**config.mk**
```make
export PLATFORM = sky130hd
export DESIGN_NAME = ccsc_top
export DESIGN_NICKNAME = d
export VERILOG_FILES = /design/src/hw/ccsc_pkg.sv /design/src/hw/ccsc_top.sv
export SDC_FILE = /design/constraint.sdc
export NUM_CORES = 1
export LEC_CHECK = 0
export ABC_AREA = 0
export BUFFER_PORTS_ARGS = -buffer_cell sky130_fd_sc_hd__buf_2
export CAP_MARGIN = 5
export CORE_UTILIZATION = 54
export DETAILED_ROUTE_END_ITERATION = 6
export GPL_TIMING_DRIVEN = 0
export PLACE_DENSITY_LB_ADDON = 0.15
export SLEW_MARGIN = 20
export SYNTH_ARGS = -nofsm -noshare
export SYNTH_HDL_FRONTEND = slang
export SYNTH_SLANG_ARGS = --single-unit
```
**constraint.sdc**
```tcl
create_clock -name clock -period 2.6 [get_ports clock]
set_clock_uncertainty 0.05 [all_clocks]
set_input_delay 0.52 -clock clock [delete_from_list [all_inputs] [get_ports clock]]
set_output_delay 0.52 -clock clock [all_outputs]
set_load 0.005 [all_outputs]
```
**src/hw/ccsc_pkg.sv**
```systemverilog
// Constants and types shared by the clock source control block
package ccsc_pkg;
  // ----------------------------------------
  // Timing
  // ----------------------------------------
  localparam int CLK_PERIOD_NS = 50;   // 20 MHz system clock
  localparam int SETTLE_NS     = 200;  // Least settle time before a switch completes
  localparam int SETTLE_CYC    = (SETTLE_NS + CLK_PERIOD_NS - 1) / CLK_PERIOD_NS;
  // ----------------------------------------
  // Register indices
  // ----------------------------------------
  localparam logic [1:0] RUN_CTRL_OFS = 2'h0;  // clock_run_control
  localparam logic [1:0] SYS_SEL_OFS  = 2'h1;  // system_clock_select
  localparam logic [1:0] SUB_MODE_OFS = 2'h2;  // sub_clock_supply_mode
  // ----------------------------------------
  // Field positions
  // ----------------------------------------
  localparam int X1_STOP_BIT   = 7;  // x1_osc_stop
  localparam int SUB_STOP_BIT  = 6;  // subosc_stop
  localparam int MID_EN_BIT    = 1;  // mid_osc_enable
  localparam int HIGH_STOP_BIT = 0;  // high_osc_stop
  localparam int CPU_STAT_BIT  = 7;  // cpu_clock_source_status
  localparam int CPU_SEL_BIT   = 6;  // cpu_clock_source_select
  localparam int MAIN_STAT_BIT = 5;  // main_clock_source_status
  localparam int MAIN_SEL_BIT  = 4;  // main_clock_source_select
  localparam int OCO_STAT_BIT  = 1;  // onchip_osc_source_status
  localparam int OCO_SEL_BIT   = 0;  // onchip_osc_source_select
  localparam int GATE_BIT      = 7;  // sub_clock_peripheral_gate
  localparam int ICLK_BIT      = 4;  // interval_count_clock_select
  // ----------------------------------------
  // Reset values and writable masks
  // ----------------------------------------
  localparam logic [7:0] RUN_RST  = 8'hC0;
  localparam logic [7:0] SEL_RST  = 8'h00;
  localparam logic [7:0] MODE_RST = 8'h00;
  localparam logic [7:0] RUN_WM   = 8'hC3;
  localparam logic [7:0] SEL_WM   = 8'h51;
  localparam logic [7:0] MODE_WM  = 8'h90;
  // ----------------------------------------
  // Switch sequencer types
  // ----------------------------------------
  typedef enum logic [1:0] {SW_IDLE = 2'b00, SW_SETTLE = 2'b01} ccsc_sw_t;
  typedef enum logic [1:0] {TGT_OCO = 2'b00, TGT_MAIN = 2'b01, TGT_CPU = 2'b10} ccsc_tgt_t;
endpackage

```
**src/hw/ccsc_top.sv**
```systemverilog
// Clock source control: run/stop, source selection, switch status and sub clock gating
`timescale 1ns/1ns
module ccsc_top
  import ccsc_pkg::*;
#(
  parameter int SETTLE_COUNT = SETTLE_CYC  // Cycles a switch waits on a running source
) (
  // Clock, reset, enable
  input  wire logic       clock,
  input  wire logic       sys_rst,
  input  wire logic       clk_en,
  // Register port
  input  wire logic [1:0] reg_addr,
  input  wire logic [7:0] reg_wdata,
  input  wire logic       reg_wr,
  input  wire logic       reg_rd,
  output logic      [7:0] reg_rdata,
  // Standby state of the CPU
  input  wire logic       stop_mode,
  input  wire logic       halt_mode,
  // Oscillator run controls
  output logic            x1_osc_run,
  output logic            sub_osc_run,
  output logic            mid_osc_run,
  output logic            high_osc_run,
  // Clock multiplexer controls, following status
  output logic            cpu_clk_from_sub,
  output logic            main_clk_from_x1,
  output logic            onchip_from_mid,
  // Peripheral clock controls
  output logic            sub_periph_clk_en,
  output logic            interval_clk_lowspeed
);

  // The settle counter is eight bits; zero would wrap it into a long wait
  if (SETTLE_COUNT < 1 || SETTLE_COUNT > 255) begin : g_bad_settle
    $error("SETTLE_COUNT must lie in 1..255");
  end

  // ----------------------------------------
  // Helpers
  // ----------------------------------------
  // Masked write: fixed-zero positions never take data
  function automatic logic [7:0] wr_field(input logic [7:0] old, input logic [7:0] wd,
                                         input logic [7:0] wm, input logic hit);
    wr_field = hit ? (wd & wm) : old;
  endfunction

  // ----------------------------------------
  // Register file
  // ----------------------------------------
  logic [7:0] run_ff,  nxt_run;   // clock_run_control
  logic [7:0] sel_ff,  nxt_sel;   // Writable select bits of system_clock_select
  logic [7:0] mode_ff, nxt_mode;  // sub_clock_supply_mode
  logic [7:0] rdata_ff, nxt_rdata; // Read data, valid one cycle after the strobe
  logic       cpu_stat_ff;        // CPU clock source in use (1 = subsystem)
  logic       main_stat_ff;       // Main clock source in use (1 = high-speed system)
  logic       oco_stat_ff;        // On-chip source in use (1 = middle-speed)
  logic [7:0] sel_view;           // Full select register as software sees it
  logic [7:0] live_mask;          // Bits of the addressed register that may read as one

  // Status bits sit beside the select bits they track; the select bits show the
  // request at once, the status bits only once the switch has really happened
  assign sel_view = {cpu_stat_ff, sel_ff[CPU_SEL_BIT], main_stat_ff, sel_ff[MAIN_SEL_BIT],
                     2'b00, oco_stat_ff, sel_ff[OCO_SEL_BIT]};

  // Next values of the registers and the read data
  always_comb begin
    nxt_run   = wr_field(run_ff, reg_wdata, RUN_WM, reg_wr && reg_addr == RUN_CTRL_OFS);
    nxt_sel   = wr_field(sel_ff, reg_wdata, SEL_WM, reg_wr && reg_addr == SYS_SEL_OFS);
    nxt_mode  = wr_field(mode_ff, reg_wdata, MODE_WM, reg_wr && reg_addr == SUB_MODE_OFS);
    nxt_rdata = 8'h00;
    if (reg_rd) begin
      case (reg_addr)
        RUN_CTRL_OFS: nxt_rdata = run_ff;
        SYS_SEL_OFS:  nxt_rdata = sel_view;
        SUB_MODE_OFS: nxt_rdata = mode_ff;
        default:      nxt_rdata = 8'h00;     // Unmapped index reads zero
      endcase
    end
  end

  // Register storage
  always_ff @(posedge clock or posedge sys_rst) begin
    if (sys_rst) begin
      run_ff   <= RUN_RST;
      sel_ff   <= SEL_RST;
      mode_ff  <= MODE_RST;
      rdata_ff <= 8'h00;
    end else if (clk_en) begin
      run_ff   <= nxt_run;
      sel_ff   <= nxt_sel;
      mode_ff  <= nxt_mode;
      rdata_ff <= nxt_rdata;
    end
  end

  assign reg_rdata = rdata_ff;

  // ----------------------------------------
  // Switch sequencer
  // ----------------------------------------
  // One switch at a time; on-chip first, then main, then CPU, so a chain
  // of requests completes from the bottom of the clock tree upward.
  ccsc_sw_t   state_ff, nxt_state;
  ccsc_tgt_t  tgt_ff,   nxt_tgt;
  logic [7:0] cnt_ff,   nxt_cnt;
  logic       nxt_cpu_stat, nxt_main_stat, nxt_oco_stat;
  logic       oco_ok, main_ok, cpu_ok, tgt_ok;

  always_comb begin
    // A target source must be running before the switch may start, except the CPU switch back to main
    oco_ok  = sel_ff[OCO_SEL_BIT] ? run_ff[MID_EN_BIT] : !run_ff[HIGH_STOP_BIT];
    // Back to on-chip needs the on-chip oscillator now in use to be running
    main_ok = sel_ff[MAIN_SEL_BIT] ? !run_ff[X1_STOP_BIT]
                                   : (oco_stat_ff ? run_ff[MID_EN_BIT] : !run_ff[HIGH_STOP_BIT]);
    cpu_ok  = sel_ff[CPU_SEL_BIT] ? !run_ff[SUB_STOP_BIT] : 1'b1;
    case (tgt_ff)
      TGT_OCO:  tgt_ok = oco_ok  && (oco_stat_ff  != sel_ff[OCO_SEL_BIT]);
      TGT_MAIN: tgt_ok = main_ok && (main_stat_ff != sel_ff[MAIN_SEL_BIT]);
      TGT_CPU:  tgt_ok = cpu_ok  && (cpu_stat_ff  != sel_ff[CPU_SEL_BIT]);
      default:  tgt_ok = 1'b0;
    endcase
    nxt_state     = state_ff;
    nxt_tgt       = tgt_ff;
    nxt_cnt       = cnt_ff;
    nxt_cpu_stat  = cpu_stat_ff;
    nxt_main_stat = main_stat_ff;
    nxt_oco_stat  = oco_stat_ff;
    case (state_ff)
      SW_IDLE: begin
        nxt_cnt = 8'(SETTLE_COUNT - 1);
        if (oco_stat_ff != sel_ff[OCO_SEL_BIT] && oco_ok) begin
          nxt_tgt   = TGT_OCO;
          nxt_state = SW_SETTLE;
        end else if (main_stat_ff != sel_ff[MAIN_SEL_BIT] && main_ok) begin
          nxt_tgt   = TGT_MAIN;
          nxt_state = SW_SETTLE;
        end else if (cpu_stat_ff != sel_ff[CPU_SEL_BIT] && cpu_ok) begin
          nxt_tgt   = TGT_CPU;
          nxt_state = SW_SETTLE;
        end
      end
      SW_SETTLE: begin
        if (!tgt_ok) begin
          // Select reverted or source stopped: abandon, status unchanged
          nxt_state = SW_IDLE;
        end else if (cnt_ff == 8'h00) begin
          nxt_state = SW_IDLE;
          case (tgt_ff)
            TGT_OCO:  nxt_oco_stat  = sel_ff[OCO_SEL_BIT];
            TGT_MAIN: nxt_main_stat = sel_ff[MAIN_SEL_BIT];
            TGT_CPU:  nxt_cpu_stat  = sel_ff[CPU_SEL_BIT];
            default:  nxt_cpu_stat  = cpu_stat_ff;
          endcase
        end else begin
          nxt_cnt = cnt_ff - 8'h01;
        end
      end
      default: nxt_state = SW_IDLE;
    endcase
  end

  // Sequencer storage
  always_ff @(posedge clock or posedge sys_rst) begin
    if (sys_rst) begin
      state_ff <= SW_IDLE;
      tgt_ff   <= TGT_OCO;
      cnt_ff   <= 8'h00;
      cpu_stat_ff  <= 1'b0;
      main_stat_ff <= 1'b0;
      oco_stat_ff  <= 1'b0;
    end else if (clk_en) begin
      state_ff     <= nxt_state;
      tgt_ff       <= nxt_tgt;
      cnt_ff       <= nxt_cnt;
      cpu_stat_ff  <= nxt_cpu_stat;
      main_stat_ff <= nxt_main_stat;
      oco_stat_ff  <= nxt_oco_stat;
    end
  end

  // Multiplexers follow status, never the raw select, to avoid glitching
  assign cpu_clk_from_sub = cpu_stat_ff;
  assign main_clk_from_x1 = main_stat_ff;
  assign onchip_from_mid  = oco_stat_ff;

  // ----------------------------------------
  // Oscillator and peripheral clock controls
  // ----------------------------------------
  logic [3:0] osc_run_ff, nxt_osc_run;  // x1, sub, mid, high
  logic       periph_ff,  nxt_periph;
  logic       iclk_ff,    nxt_iclk;

  // Stopping a source in use is not blocked; software must switch away first
  // Decode run bits and standby gating
  always_comb begin
    nxt_osc_run = {!nxt_run[X1_STOP_BIT],
                   !nxt_run[SUB_STOP_BIT],
                   nxt_run[MID_EN_BIT],
                   !nxt_run[HIGH_STOP_BIT]};
    // Sub clock held back in STOP, or in HALT while the CPU runs on it
    nxt_periph = !(mode_ff[GATE_BIT] && (stop_mode || (halt_mode && cpu_stat_ff)));
    nxt_iclk   = nxt_mode[ICLK_BIT];
  end

  // Control output storage
  always_ff @(posedge clock or posedge sys_rst) begin
    if (sys_rst) begin
      osc_run_ff <= 4'h1;
      periph_ff  <= 1'b1;
      iclk_ff    <= 1'b0;
    end else if (clk_en) begin
      osc_run_ff <= nxt_osc_run;
      periph_ff  <= nxt_periph;
      iclk_ff    <= nxt_iclk;
    end
  end

  assign x1_osc_run            = osc_run_ff[3];
  assign sub_osc_run           = osc_run_ff[2];
  assign mid_osc_run           = osc_run_ff[1];
  assign high_osc_run          = osc_run_ff[0];
  assign sub_periph_clk_en     = periph_ff;
  assign interval_clk_lowspeed = iclk_ff;

  logic run_wr, sel_rd;
  assign run_wr = clk_en && reg_wr && reg_addr == RUN_CTRL_OFS;
  assign sel_rd = clk_en && reg_rd && reg_addr == SYS_SEL_OFS;

  // Bits of the addressed register that may ever read as one
  always_comb begin
    case (reg_addr)
      RUN_CTRL_OFS: live_mask = RUN_WM;
      SYS_SEL_OFS:  live_mask = SEL_WM | (8'h01 << CPU_STAT_BIT) | (8'h01 << MAIN_STAT_BIT)
                              | (8'h01 << OCO_STAT_BIT);
      SUB_MODE_OFS: live_mask = MODE_WM;
      default:      live_mask = 8'h00;
    endcase
  end
endmodule

```
* Word-level counts from Yosys, hierarchy flattened *
Cells that the tools add are included.

cells by class
  shift-type cells = 0
  equal/unequal tests = 12
  $mul = 0
  reduce and logical (&&, ||, !) cells = 30
  divide/modulo/power cells = 0
  muxes and demuxes = 20
  magnitude comparators = 0
  bitwise gates (word level) = 0
  add/subtract/negate cells = 1

operator list
  operator             count
  $mux 8               4
  $pmux 8 s3           1
  $mux 2               8
  $pmux 8 s2           1
  $reduce_and 5->1     3
  $logic_and 1x1->1    8
  $logic_not 8->1      1
  $sub 8x1->8 const B  1
  $logic_not 1->1      7
  $eq 2x1->1 const B   3
  $logic_not 2->1      3
  $reduce_and 3->1     2
  $eq 2x2->1 const B   2
  $mux 1               4
  $ne 2x2->1 const B   2
  $ne 4x4->1 const B   1
  $pmux 2 s2           1
  $reduce_and 2->1     2
  $reduce_and 4->1     1
  $ne 1x1->1           3
  $ne 3x3->1 const B   1
  $pmux 1 s3           1
  $reduce_bool 3->1    1
  $reduce_bool 2->1    1
  $logic_or 1x1->1     1

storage, ports and cells
  latch bits = 0
  RAM bits = 0
  register bits = 37
  bits in read-only memories = 0
  memories kept = 0
  bits of input ports = 17
  logic and storage cells = 76

* Depth between registers and ports, before layout *
Gate-level depths: netlist (run 1).

  depth in word-level cells = 7
  mapped depth = 8

* Worst setup path before layout (run 1) *
No wires, ideal clock.

  path kind = register -> register
  from = register cnt_ff[0]
  to = register cnt_ff[4]
  clock period less this slack = 2195 ps
  stages on the path, launching flop included = 9
  path buffers = 1
  required time = 2428 ps
  arrival = 2023 ps
  setup slack = 405 ps
  path through = dfrtp_1 > inv_1 > ha_1 > or4b_1 > or4_1 > buf_2 > nand3_2 > nor2_2 > a32o_1

between the ends
  cells in the longest elaborated chain, start to end = 4
  elaborated cells on any way between the ends = 7
  classes of those cells = add/sub (1); eq/ne (1); mux (3); reduce/logical (2)

ends and longest elaborated chain
  element                   line             RTL
  start: declaration        ccsc_top.sv:107  logic [7:0] cnt_ff, nxt_cnt;
  start signal: assignment  ccsc_top.sv:176  cnt_ff <= nxt_cnt;
  $sub 8x1->8               ccsc_top.sv:157  nxt_cnt = cnt_ff - 8'h01;
  $mux 8                    ccsc_top.sv:148  end else if (cnt_ff == 8'h00) begin
  $mux 8                    ccsc_top.sv:145  if (!tgt_ok) begin
  $pmux 8 s2                ccsc_top.sv:130  case (state_ff)

Several ways; a longest one is shown, not always the timed one. The select of a mux whose other input is x is not followed.
A chain may end at the register's enable or synchronous reset.

* Worst setup path after layout (run 1) *
Same ends and word-level chain as after synthesis.

==> metrics.md, run 1 <==
| Metric | Value |
|---|---|
| Status | `finished, final reports clean` |
| Met3 GRT Util | `8.35%` |
| Worst Setup End Kind | `register` |
| Congestion Overflow GR | `0` |
| Setup bufs post-CTS | `0` |
| Initial antenna violation count | `0` |
| Post-synth EDFFs | `0` |
| Row count | `20` |
| Diode count | `0` |
| Peak supply drop | `between 0.4 and 0.5 mV` |
| Max FO, Critical Path | `7` |
| Slew Limit Fails | `0` |
| Synthesized cell area | `0.00172 mm²` |
| Slew margin rel. | `between 40% and 50%` |
| Area grow syn2layout | `14.4%` |
| Worst-Skew Late Latency | `0.34 ns` |
| Most common cell after layout, fill and taps aside | `dfrtp_1` |
| H-Tree Depth | `2` |
| Mapped Avg Cell Area | `~10 µm²` |
| Port Buffers | `26` |
| Dominant synthesized flop cell | `dfrtp_1` |
| CTS clk-pin slew, worst paths | `0.10 ns` |
| YS warnings | `0` |
| Placed cell areas | `0.00191 mm²` |
| Hpwl dp | `2910 µm` |
| Post-synthesis sequential area ratio | `48.3%` |
| DR iter-0 viols | `76` |
| CTS tree | `built` |
| Die width | `between 50 and 60 µm` |
| Root buf cell | `clkbuf_4` |
| CP Cell Sequence | `inv_1 -> ha_1 -> or4b_1 -> or4_1 -> buf_2 -> nand3_2 -> nor2_2 -> a32o_1` |
| Worst hold path class | `input port to async pin` |
| CP required | `about 2.8 ns` |
| Slew @ Worst Pin | `0.795 ns` |
| Final hold viol count | `0` |
| Max-Cap Viols | `0` |
| Post-CTS sizing | `0` |
| Max clock buf depth | `2` |
| Met1 Track Usage GR | `about a third` |
| Core ar. | `0.00303 mm²` |
| IO Pins | `34` |
| Final Cycle Share | `92.8%` |
| DRC errors left | `0` |
| Yosys reg bits | `33` |
| Drt first pass iters | `6` |
| CP max stage cell | `or4b_1` |
| RePlAce Congestion | `0.838` |
| Critical path arrival | `2.59 ns` |
| Final setup viols | `0` |
| Die Y | `58.4 µm` |
| Ys async rst share | `100%` |
| Post-layout util | `about two thirds` |
| Power per cell area | `777 mW/mm²` |
| Final #Nets | `224` |
| Via density | `5.89` |
| Drt wl/cell | `15.8 µm` |
| Clk sinks | `33` |
| WL final | `approximately 4000 µm` |
| Critical Path Source Type | `register` |
| Critical setup path kind | `register to register` |
| Post-synthesis cell type count | `45` |
| Largest stage delay, worst path | `0.50 ns` |
| Post-DRT Antenna Nets | `0` |
| Setup TNS Final | `0 ns` |
| Post-Layout Inst Area | `0.00197 mm²` |
| GRT met2 Usage | `between 40 and 50%` |
| Overall routing resource usage | `26.4%` |
| Total CTS buffers | `5` |
| Vias | `1478` |
| Maximum clock rate | `415 MHz` |
| First-pass GRT wire length | `6570 µm` |
| Final min period | `2.41 ns` |
| Die Footprint | `around 0.0034 mm²` |
| Setup repair after global routing missed its margin | `no` |
| Top Usage Layer GRT | `met2` |
| Mapped Cells | `roughly 170` |
| Reg2Reg Setup Slack | `0.19 ns` |
| Starting Density | `between 50% and 60%` |
| Vias in the first global route | `1360` |
| Largest net degree at the start of global routing | `34` |
| Pleak | `0.000876 µW` |
| Post-CTS Hold Buffers | `0` |
| Layout cell share with drive strength beyond 1 | `between 20% and 30%` |
| Most frequent cells in the layout | `dfrtp_1 (29), buf_2 (27), nor2_1 (18)` |
worst max-delay path, delay by kind of cell, from the launching register on:
family                     cells  cell delay [ns]
AOI/OAI and AO/OA              1             0.22
adders and majority gates      1             0.27
buffers and inverters          2             0.28
DFF                            1             0.41
and+or+nand+nor                4             1.07
cells by family after synthesis:
family	count (synthesis)	share of synthesized area (%)
other cells	1	0.218
flops	33	48.3
mux	20	12.6
compound gates	36	14.8
buf+inv	16	4.00
simple gates	65	19.4
fa+ha+maj	1	0.728
Yosys cell counts (3+ instances only):
cell type  number  area (µm²)
o21ai_0         4        20.0
clkbuf_1        3        11.3
inv_1           8        30.0
nand2_1        15        56.3
nand4_1         3        18.8
dfrtp_1        29         726
a31oi_1         3        18.8
dfstp_2         4         105
nand2b_1        4        25.0
nand3_1         5        25.0
mux2i_1         7        70.1
mux2_2         13         146
o2bb2ai_1       6        52.6
nor2_1         18        67.6
nor3b_1         6        45.0
a21oi_1         9        45.0
nor3_1          4        20.0
state kept, by name (all words and copies together) (netlist names):
| signal | flops |
|---|---|
| osc_run_ff | 3 |
| onchip_from_mid | 1 |
| tgt_ff | 2 |
| mode_ff | 2 |
| cnt_ff | 8 |
| state_ff | 1 |
| cpu_clk_from_sub | 1 |
| reg_rdata | 6 |
| sub_periph_clk_en | 1 |
| main_clk_from_x1 | 1 |
| sel_ff | 3 |
| run_ff | 4 |
area by class of cell:
| type | count | area (µm²) |
|---|---|---|
| repair buffers | 26 | 130 |
| inverters | 9 | 33.8 |
| plain buffers | 7 | 35.0 |
| well taps | 44 | 55.1 |
| clock buffers | 8 | 58.8 |
| fillers | 266 | 1060 |
| multi-input cells | 124 | 823 |
| flip-flops and latches | 33 | 831 |
per-layer routing:
layer / share of wire [%] / up-vias
li1: - / 695
met1: 44 / 716
met2: 48 / 59
met3: 6.9 / 8
met4: 1.6 / 0
met5: 0 / -
stage by stage:
step | total power [µW] | setup WS (ns) | hold WS [ns] | cells
2_1_floorplan | 1070 | 0.405 | 0.428 | 173
6_report | 1530 | 0.188 | 0.211 | 251
3_3_place_gp | 1190 | 0.266 | 0.414 | 243
3_5_place_dp | 1230 | 0.210 | 0.418 | 243
4_1_cts | 1530 | 0.218 | 0.233 | 251
5_1_grt | 1630 | 0.0979 | 0.264 | 251
final timing paths:
path                                                from                        to  depth (start not counted)
max in group asynchronous                        sys_rst     cnt_ff[0]$_DFFE_PP0P_                          2
worst max register to register     cnt_ff[0]$_DFFE_PP0P_     cnt_ff[4]$_DFFE_PP0P_                          8
worst max-delay path               cnt_ff[0]$_DFFE_PP0P_     cnt_ff[4]$_DFFE_PP0P_                          8
min in group clock                          reg_wdata[1]     run_ff[1]$_DFFE_PP0P_                          2
worst min register to register  reg_rdata[7]$_DFFE_PP0P_  reg_rdata[7]$_DFFE_PP0P_                          1
worst min-delay path                             sys_rst    mode_ff[7]$_DFFE_PP0P_                          2
power by group:
group / internal, µW / total [µW] / switching [µW]
Sequential: 633 / 740 / 108
Combinational: 202 / 484 / 282
Clock: 133 / 303 / 170
Total: 968 / 1530 / 559
Note: power is estimated with default switching activity, not from simulation.
==> run 2: changes to the inputs <==
CTS_CLUSTER_SIZE = 28   (was default)
clock period = 2.3 ns   (was 2.6 ns; I/O delays follow)
==> metrics.md, run 2 (synthesized netlist as in run 1, its figures left out) <==
| Metric | Value |
|---|---|
| Status | `finished, final reports clean` |
| R2r startpoint | `cnt_ff[0]$_DFFE_PP0P_` |
| Final min period | `2.24 ns` |
| CP max stage cell | `or4b_4` |
| Worst hold slack | `0.158 ns` |
| Final setup margin | `between 0.05 and 0.06 ns` |
| Peak supply drop | `~0.47 mV` |
| Layout cell share with drive strength beyond 1 | `between 20% and 30%` |
| Slew margin rel. | `50.8%` |
| Critical Path Source Type | `register` |
| Reg2Reg Setup Slack | `0.06 ns` |
| GRT met2 Usage | `around two fifths` |
| Largest stage delay, worst path | `0.47 ns` |
| Hpwl dp | `2910 µm` |
| Root buf cell | `clkbuf_4` |
| Starting Density | `56.8%` |
| Met3 GRT Util | `under 10%` |
| Congestion Overflow GR | `0` |
| CTS tree | `built` |
| CTS clk-pin slew, worst paths | `0.11 ns` |
| Clk sinks | `33` |
| Post-CTS Hold Buffers | `0` |
| Largest net degree at the start of global routing | `34` |
| Top Usage Layer GRT | `met2` |
| Pre-CTS setup slack | `-0.0726 ns` |
| Register-to-Register Path Depth | `8` |
| Row count | `20` |
| Max FO, Critical Path | `7` |
| DRC errors left | `0` |
| Overall routing resource usage | `26.6%` |
| Drt first pass iters | `4` |
| Met1 Track Usage GR | `a little over a third` |
| Vias in the first global route | `1374` |
| CP required | `2.47 ns` |
| H-Tree Depth | `2` |
| Worst hold path class | `input port to async pin` |
| Most flops, register | `cnt_ff` |
| Slew Limit Fails | `0` |
| Pleak | `0.000881 µW` |
| Vias | `1463` |
| Final Cycle Share | `97.5%` |
| Die width | `approximately 58 µm` |
| Final setup viols | `0` |
| Most frequent cells in the layout | `dfrtp_1 (29), buf_2 (26), nor2_1 (18)` |
| First-pass GRT wire length | `6640 µm` |
| Power per cell area | `approximately 880 mW/mm²` |
| Drt wl/cell | `15.8 µm` |
| Port Buffers | `26` |
| Initial antenna violation count | `0` |
| Worst-Skew Late Latency | `around 0.34 ns` |
| Via density | `a little under 6` |
| Setup TNS Final | `0 ns` |
| Worst Setup End Kind | `register` |
| Core ar. | `0.00303 mm²` |
| Maximum clock rate | `446 MHz` |
| Area grow syn2layout | `16.6%` |
| RePlAce Congestion | `0.838` |
| Total CTS buffers | `5` |
| Critical path arrival | `2.42 ns` |
| Slew @ Worst Pin | `~0.74 ns` |
| WL final | `3960 µm` |
| Final hold viol count | `0` |
| Die Footprint | `0.00341 mm²` |
| Max clock buf depth | `2` |
| Critical setup path kind | `register to register` |
| FF-to-FF End | `cnt_ff[2]$_DFFE_PP0P_` |
| Die Y | `slightly below 60 µm` |
| DR iter-0 viols | `72` |
| Most common cell after layout, fill and taps aside | `dfrtp_1` |
| Max-Cap Viols | `0` |
| CP Cell Sequence | `inv_2 -> ha_4 -> or4b_4 -> or4_4 -> buf_6 -> nand3_2 -> nor2_4 -> a31o_1` |
| IO Pins | `34` |
| Final #Nets | `224` |
| Post-DRT Antenna Nets | `0` |
| Largest register FFs | `8` |
| Diode count | `0` |
run 2: cell type report:
type / count / area [µm²]
fillers: 256 / 1020
multi-input cells: 124 / 855
flip-flops and latches: 33 / 831
repair buffers: 26 / 130
clock buffers: 8 / 58.8
well taps: 44 / 55.1
plain buffers: 7 / 41.3
inverters: 9 / 33.8
run 2: worst max path at each step:
stage / start / end / slack [ns] / cells past startpoint
finish: cnt_ff[0]$_DFFE_PP0P_ / cnt_ff[2]$_DFFE_PP0P_ / 0.06 / 8
global route: cnt_ff[0]$_DFFE_PP0P_ / cnt_ff[4]$_DFFE_PP0P_ / -0.01 / 8
CTS: cnt_ff[1]$_DFFE_PP0P_ / cnt_ff[4]$_DFFE_PP0P_ / 0.03 / 8
detailed placement: cnt_ff[0]$_DFFE_PP0P_ / cnt_ff[4]$_DFFE_PP0P_ / -0.07 / 8
global placement: cnt_ff[0]$_DFFE_PP0P_ / cnt_ff[4]$_DFFE_PP0P_ / -0.02 / 8
floorplan: cnt_ff[0]$_DFFE_PP0P_ / cnt_ff[4]$_DFFE_PP0P_ / 0.11 / 8
run 2: metrics by stage:
step / std cells / area, µm² / util, % / total power, µW
after floorplan: 173 / 1720 / - / 1210
after global placement: 243 / 1910 / 63.0 / 1350
after detailed placement: 243 / 1910 / 63.0 / 1390
after CTS: 251 / 1980 / 65.4 / 1750
after global routing: 251 / 2000 / 66.2 / 1890
final: 251 / 2000 / 66.2 / 1770
run 2: timing repair:
| action | in CTS | in global routing |
|---|---|---|
| cloned | 0 | 0 |
| setup endpoints to repair | 3 | 5 |
| gates resized for setup | 3 | 8 |
| setup buffers | 0 | 0 |
| pin swaps | 0 | 1 |
run 2: power by group:
part	switching [µW]	internal [µW]	leakage, µW	total (µW)
clock network	191	151	0.0000326	342
registers	126	715	0.000399	841
logic	337	249	0.000449	586
run 2: layer usage:
metal | wire, µm | vias to the layer above
met5 | 0 | -
met1 | 1740 | 709
met4 | 62 | 0
met2 | 1910 | 52
met3 | 251 | 8
li1 | - | 694
run 2: worst max-delay path, delay by kind of cell, from the launching register on:
family	cells	cell delay, ns
simple gates	4	1.06
fa+ha+maj	1	0.16
compound gates	1	0.21
buf+inv	2	0.25
flops	1	0.41
